## src/design/tmsl_cfg.svh

```systemverilog
// Constants for the timer mode select logic
`ifndef TMSL_CFG_SVH
`define TMSL_CFG_SVH
`define TMSL_T0_MODE_LSB   0
`define TMSL_T0_CT_BIT     2
`define TMSL_T0_GATE_BIT   3
`define TMSL_T1_MODE_LSB   4
`define TMSL_CFG_RESET     8'h00
`define TMSL_LEN13         13
`define TMSL_PRESC_DIV_A   12
`define TMSL_PRESC_DIV_B   1
`endif

```

## src/design/tmsl_pkg.sv

```systemverilog
// Types for the timer mode select logic
package tmsl_pkg;
    typedef enum logic [1:0] {
        TMSL_MODE13   = 2'b00,
        TMSL_MODE16   = 2'b01,
        TMSL_MODE8AR  = 2'b10,
        TMSL_MODEOFF  = 2'b11
    } tmsl_mode_t;
endpackage : tmsl_pkg

```

## src/design/tmsl_cnt_if.sv

```systemverilog
// Interface between the mode logic and one counter
`timescale 1ns/1ps
interface tmsl_cnt_if;
    logic               tick;
    tmsl_pkg::tmsl_mode_t mode;
    logic [15:0]        value;
    logic               overflow;
    modport ctrl (output tick, output mode, input value, input overflow);
    modport cnt  (input tick, input mode, output value, output overflow);
endinterface : tmsl_cnt_if

```

## src/design/tmsl_counter.sv

```systemverilog
// One counter with 13, 16, 8-bit auto-reload and stopped modes
`timescale 1ns/1ps
module tmsl_counter (
    input  wire logic   clock,
    input  wire logic   rstn,
    tmsl_cnt_if.cnt     port
);
    logic [15:0] value;
    logic        overflow;
    logic [15:0] next_value;
    logic        next_overflow;

    always_comb begin
        next_value    = value;
        next_overflow = 1'b0;
        if (port.tick) begin
            case (port.mode)
                tmsl_pkg::TMSL_MODE13: begin
                    // Low five bits feed the high byte
                    if (value[4:0] == 5'h1F) begin
                        next_value[4:0]  = 5'h00;
                        next_value[15:8] = value[15:8] + 8'h01;
                        next_overflow    = (value[15:8] == 8'hFF);
                    end else begin
                        next_value[4:0] = value[4:0] + 5'h01;
                    end
                end
                tmsl_pkg::TMSL_MODE16: begin
                    next_value    = value + 16'h0001;
                    next_overflow = (value == 16'hFFFF);
                end
                tmsl_pkg::TMSL_MODE8AR: begin
                    if (value[7:0] == 8'hFF) begin
                        next_value[7:0] = value[15:8];
                        next_overflow   = 1'b1;
                    end else begin
                        next_value[7:0] = value[7:0] + 8'h01;
                    end
                end
                default: begin
                    next_value = value;
                end
            endcase
        end
    end

    always_ff @(posedge clock or negedge rstn) begin
        if (!rstn) begin
            value    <= 16'h0000;
            overflow <= 1'b0;
        end else begin
            value    <= next_value;
            overflow <= next_overflow;
        end
    end

    assign port.value    = value;
    assign port.overflow = overflow;
endmodule : tmsl_counter

```

## src/design/tmsl_timer_mode.sv

```systemverilog
// Mode selection for two counter/timers; gating and count source select for Timer 0 only
`timescale 1ns/1ps
`include "tmsl_cfg.svh"
module tmsl_timer_mode #(
    parameter int PRESC_DIV = `TMSL_PRESC_DIV_A
) (
    input  wire logic         clock,
    input  wire logic         rstn,
    input  wire logic         cfgWrite,
    input  wire logic [7:0]   cfgData,
    input  wire logic         timer0Run,
    input  wire logic         timer1Run,
    input  wire logic         timer0PrescaleSel,
    input  wire logic         extGateInput,
    input  wire logic         timer0ExtCountPin,
    output logic [7:0]        cfgReg,
    output logic              timer0Enabled,
    output logic [15:0]       timer0Value,
    output logic              timer0Overflow,
    output logic [15:0]       timer1Value,
    output logic              timer1Overflow
);
    // The prescale counter is eight bits wide
    if (PRESC_DIV < 1 || PRESC_DIV > 255) begin : g_bad_div
        $error("PRESC_DIV out of range");
    end

    tmsl_cnt_if t0 ();
    tmsl_cnt_if t1 ();

    logic [7:0] next_cfgReg;
    logic [7:0] prescCnt;
    logic [7:0] next_prescCnt;
    logic       prescTick;
    logic       next_prescTick;
    logic       countPinPrev;
    logic       next_countPinPrev;
    logic       next_timer0Enabled;

    logic                 timer0GateCtrl;
    logic                 timer0CountSelect;
    tmsl_pkg::tmsl_mode_t t0Mode;
    tmsl_pkg::tmsl_mode_t t1Mode;
    logic                 fallEdge;
    logic                 t0Source;

    always_comb begin
        next_cfgReg = cfgWrite ? cfgData : cfgReg;
    end

    // Field decode
    assign timer0GateCtrl    = cfgReg[`TMSL_T0_GATE_BIT];
    assign timer0CountSelect = cfgReg[`TMSL_T0_CT_BIT];
    assign t0Mode = tmsl_pkg::tmsl_mode_t'(cfgReg[`TMSL_T0_MODE_LSB +: 2]);
    assign t1Mode = tmsl_pkg::tmsl_mode_t'(cfgReg[`TMSL_T1_MODE_LSB +: 2]);

    // Prescaler: divide chosen by prescale select, kept as one-cycle enable
    always_comb begin
        next_prescTick = 1'b0;
        next_prescCnt  = prescCnt + 8'h01;
        if (timer0PrescaleSel) begin
            next_prescCnt  = 8'h00;
            next_prescTick = 1'b1;
        end else if (prescCnt >= 8'(PRESC_DIV - 1)) begin
            next_prescCnt  = 8'h00;
            next_prescTick = 1'b1;
        end
    end

    // Pin is taken as synchronous; one register gives edge history
    always_comb begin
        next_countPinPrev = timer0ExtCountPin;
    end
    assign fallEdge = countPinPrev & ~timer0ExtCountPin;

    // Gate qualifies run bit with pin level
    always_comb begin
        if (timer0GateCtrl) begin
            next_timer0Enabled = timer0Run & extGateInput;
        end else begin
            next_timer0Enabled = timer0Run;
        end
    end

    assign t0Source = timer0CountSelect ? fallEdge : prescTick;
    // Enable is registered, so counting lags the run bit by one cycle
    assign t0.tick = timer0Enabled & t0Source;
    // Mode 11 on Timer 0 acts as stopped too; no split-timer behaviour here
    assign t0.mode = t0Mode;
    assign t1.tick = timer1Run & prescTick & (t1Mode != tmsl_pkg::TMSL_MODEOFF);
    assign t1.mode = t1Mode;

    tmsl_counter u_t0 (
        .clock (clock),
        .rstn  (rstn),
        .port  (t0.cnt)
    );
    tmsl_counter u_t1 (
        .clock (clock),
        .rstn  (rstn),
        .port  (t1.cnt)
    );

    always_ff @(posedge clock or negedge rstn) begin
        if (!rstn) begin
            cfgReg        <= `TMSL_CFG_RESET;
            prescCnt      <= 8'h00;
            prescTick     <= 1'b0;
            countPinPrev  <= 1'b1;
            timer0Enabled <= 1'b0;
        end else begin
            cfgReg        <= next_cfgReg;
            prescCnt      <= next_prescCnt;
            prescTick     <= next_prescTick;
            countPinPrev  <= next_countPinPrev;
            timer0Enabled <= next_timer0Enabled;
        end
    end

    assign timer0Value    = t0.value;
    assign timer0Overflow = t0.overflow;
    assign timer1Value    = t1.value;
    assign timer1Overflow = t1.overflow;
endmodule : tmsl_timer_mode

```

## config.mk

```make
export PLATFORM = sky130hd
export DESIGN_NAME = tmsl_timer_mode
export DESIGN_NICKNAME = d
export VERILOG_FILES = /design/src/design/tmsl_pkg.sv /design/src/design/tmsl_cnt_if.sv /design/src/design/tmsl_counter.sv /design/src/design/tmsl_timer_mode.sv
export VERILOG_INCLUDE_DIRS = /design/src /design/src/design
export SDC_FILE = /design/constraint.sdc
export NUM_CORES = 1
export LEC_CHECK = 0
export ABC_AREA = 1
export BUFFER_PORTS_ARGS = -buffer_cell sky130_fd_sc_hd__buf_2
export CAP_MARGIN = 20
export CORE_MARGIN = 2
export CORE_UTILIZATION = 35
export CTS_BUF_LIST = sky130_fd_sc_hd__clkbuf_4
export DETAILED_ROUTE_END_ITERATION = 10
export PLACE_DENSITY = 0.54
export SYNTH_ARGS = -nofsm -noshare
export SYNTH_HDL_FRONTEND = slang
export SYNTH_HIERARCHICAL = 1
export SYNTH_SLANG_ARGS = --single-unit
```

## constraint.sdc

```tcl
create_clock -name clock -period 2.5 [get_ports clock]
set_input_delay 0.25 -clock clock [delete_from_list [all_inputs] [get_ports clock]]
set_output_delay 0.25 -clock clock [all_outputs]
set_load 0.05 [all_outputs]
```

==> impl_results.md <==
- Status: completed
- Via count: roughly 3000
- Setup tns final: 0 ns
- Nets: approximately 530
- All-layer global routing usage: 15.9%
- Drt via density: 4.61
- Clk_skew: 0.0172 ns
- Netlist Area Pre-Place: 0.00337 mm²
- CP Data Arrival Time: 2.26 ns
- Fin crit share: 78.5%
- Max clock buf depth: 2
- CTS tree: built
- Synth Area per Inst: 7.72 µm²
- Vias in the first global route: approximately 2700
- Actual slew at the worst max-slew pin: 0.632 ns
- Combinational share of power: 51.1%
- Total Wirelength: 7.83 mm
- Post-synth top area share: approximately 39%
- CTS Root Cell: clkbuf_4
- Fmax: around 0.5 GHz
- Final Power: ~3.5 mW
- Share of cells above drive strength 1: 20.8%
- Die W: between 100 and 150 µm
- Sw Ratio: 53.9%
- 1st-pass router iterations: 4
- Sw power: 1.90 mW
- Commonest non-fill, non-tap cells in the layout: 122 x nand2_1, 71 x inv_1, 58 x buf_2
- Initial Util: between 30% and 40%
- # IOs: 59
- Count of buffers from port buffering: 58
- Seq/Total Area, Yosys: 39.4%
- Diodes inserted: 0
- Post-DP HPWL: slightly above 6 mm
- Total grt overflow: 0
- Clk_lat worst skew: 0.39 ns
- Critical Path RT: 2.80 ns
- Clk sinks: between 50 and 60
- Average wire per standard cell: 12.4 µm
- Core Region: approximately 0.0093 mm²
- CTS clock-pin slew for the worst setup and hold paths: 0.17 ns
- Power share of the sequential group: 37.4%
- RSZ-0062 raised after global routing: false
- Largest net degree at the start of global routing: 29
- Row count: 35
- Post-route DRC: 0
- Fin. max-slew vios: 0
- Fin. Hold Viols: 0
- Htree depth: 2
- Commonest non-fill, non-tap cell in the layout: nand2_1
- Startpoint type of the worst setup path: register
- Max VDD drop: 0.000381 V
- Clk network pwr share: 11.5%
- Internal power: 1.63 mW
- Final Critical Period: 1.96 ns
- Die area: about 0.010 mm²
- Slew margin rel.: 57.9%
- First-pass GRT wire length: between 10 and 15 mm
- Area growth syn-to-layout: 15.4%
- Cts bufs inserted: 5
- Yosys reg bits: 53
- Setup violators final: 0
- Crit-path max FO: 6
- Detail Route Antenna Nets: 0
- MaxCap Viol Count: 0
- Die Ht: 102 µm
- Initial antenna violation count: 0
- Synth Instances: 437
- P per Cell Area: roughly 910 mW/mm²
- Initial drt markers: 133
- Unique masters post-synth: 31
- Crit path capture type: register
- Hold Path Class: in -> reg
- Post-CTS Setup Bufs: 0
- Synth area leaders: dfrtp_1 39%, nand2_1 14%, inv_1 7.9%
- Synth Warn #: 6
- Leak Pwr: between 2 and 2.5 nW
- Fillcell total: between 900 and 1000
- Setup Crit Path Kind: reg -> reg
- Biggest area consumer among synthesized cells: dfrtp_1
- Placer Congestion: 0.875
==> worst max-delay path: stages, from the launching register on <==
cell and delay [ns]:
dfrtp_1 0.46, ha_1 0.22, nand2_2 0.08, nor2_4 0.15, ha_1 0.20, nand2_1 0.07
nand2_1 0.07, nand2_1 0.10, inv_1 0.16, nand3_4 0.11, nor2_2 0.11, nand2_1 0.06
nand2_1 0.06, nand2_1 0.04
==> worst paths after layout <==
| check | start | endpoint | slack (ns) | cells past startpoint |
|---|---|---|---|---|
| max in group asynchronous | rstn | u_t1/port.value[8] | 1.53 | 3 |
| min in group asynchronous | rstn | u_t1/port.value[2] | 0.39 | 2 |
| max reg2reg | u_t0/port.value[0] | u_t0/port.value[12] | 0.54 | 13 |
| min reg2reg | prescCnt[0] | prescCnt[0] | 0.49 | 1 |
| min | cfgData[3] | cfgReg[3] | 0.05 | 3 |
| max | u_t0/port.value[0] | u_t0/port.value[12] | 0.54 | 13 |
==> routing by layer <==
metal  GRT usage, %  share of wire [%]
met1           22.5                 49
met2           25.2                 46
met3           3.15                4.5
met4           4.00               0.84
met5              0                  0
==> per-stage QoR <==
stage,hold WS (ns),util [%],setup slack [ns],instances,cell area [µm²]
final,0.0469,41.9,0.537,633,3890
after global routing,0.0381,41.9,0.286,633,3890
after CTS,0.0344,41.9,0.529,633,3890
after detailed placement,0.309,41.1,0.587,623,3810
after global placement,0.303,41.1,0.638,623,3810
after floorplan,-0.0456,-,0.347,440,3380
==> kinds of logic (layout without fill, tap and decap cells) <==
family / after synthesis / in the layout / synth area share (%)
AOI/OAI and AO/OA: 49 / 49 / 8.12
and+or+nand+nor: 224 / 224 / 31.6
buffers and inverters: 76 / 140 / 9.20
adders and majority gates: 15 / 15 / 5.56
DFF: 53 / 53 / 39.4
xor gates and xnor gates: 13 / 13 / 3.38
other: 1 / 4 / 0.111
muxes: 6 / 6 / 2.67
==> timing repair <==
item | 4_1_cts | 5_1_grt
hold endpoints to repair | 25 | 0
resized for setup | 0 | 0
hold buffers | 2 | 0
==> sequential cells by signal (all words and copies together) (netlist names) <==
signal and count:
countPinPrev 1, cfgReg 8, u_t1/port.overflow 1, u_t0/port.value 16, prescTick 1, u_t1/port.value 16
prescCnt 8, timer0Enabled 1, u_t0/port.overflow 1
==> Yosys cell counts, drive strengths merged <==
master / count
nor2: 37
or2: 2
nand3b: 2
dfrtp: 52
dfstp: 1
conb: 1
xnor2: 5
o21ai: 20
o21bai: 2
nand2: 132
nor3: 6
mux2: 6
o21a: 1
nand3: 36
inv: 71
a21oi: 22
xor2: 8
ha: 15
o211ai: 2
buf: 5
nand4: 9
a21o: 2
==> cell type report <==
cell class / count / area, µm² / share of cell area, %
Inverter: 71 / 267 / 6.85
Clock inverter: 3 / 21.3 / 0.547
Clock buffer: 5 / 37.5 / 0.965
Multi-Input combinational cell: 311 / 1750 / 44.9
Tap cell: 129 / 161 / 4.15
Sequential cell: 53 / 1330 / 34.1
Timing Repair Buffer: 61 / 330 / 8.49
==> power groups by stage <==
stage                     logic, mW  clock network [mW]  registers, mW
after floorplan               0.787                   0           1.90
after global placement         1.80                   0           1.34
after detailed placement       1.80                   0           1.34
after CTS                      1.81               0.430           1.33
after global routing           1.99               0.452           1.36
final                          1.80               0.406           1.32
Power figures use the tool's default switching activity.
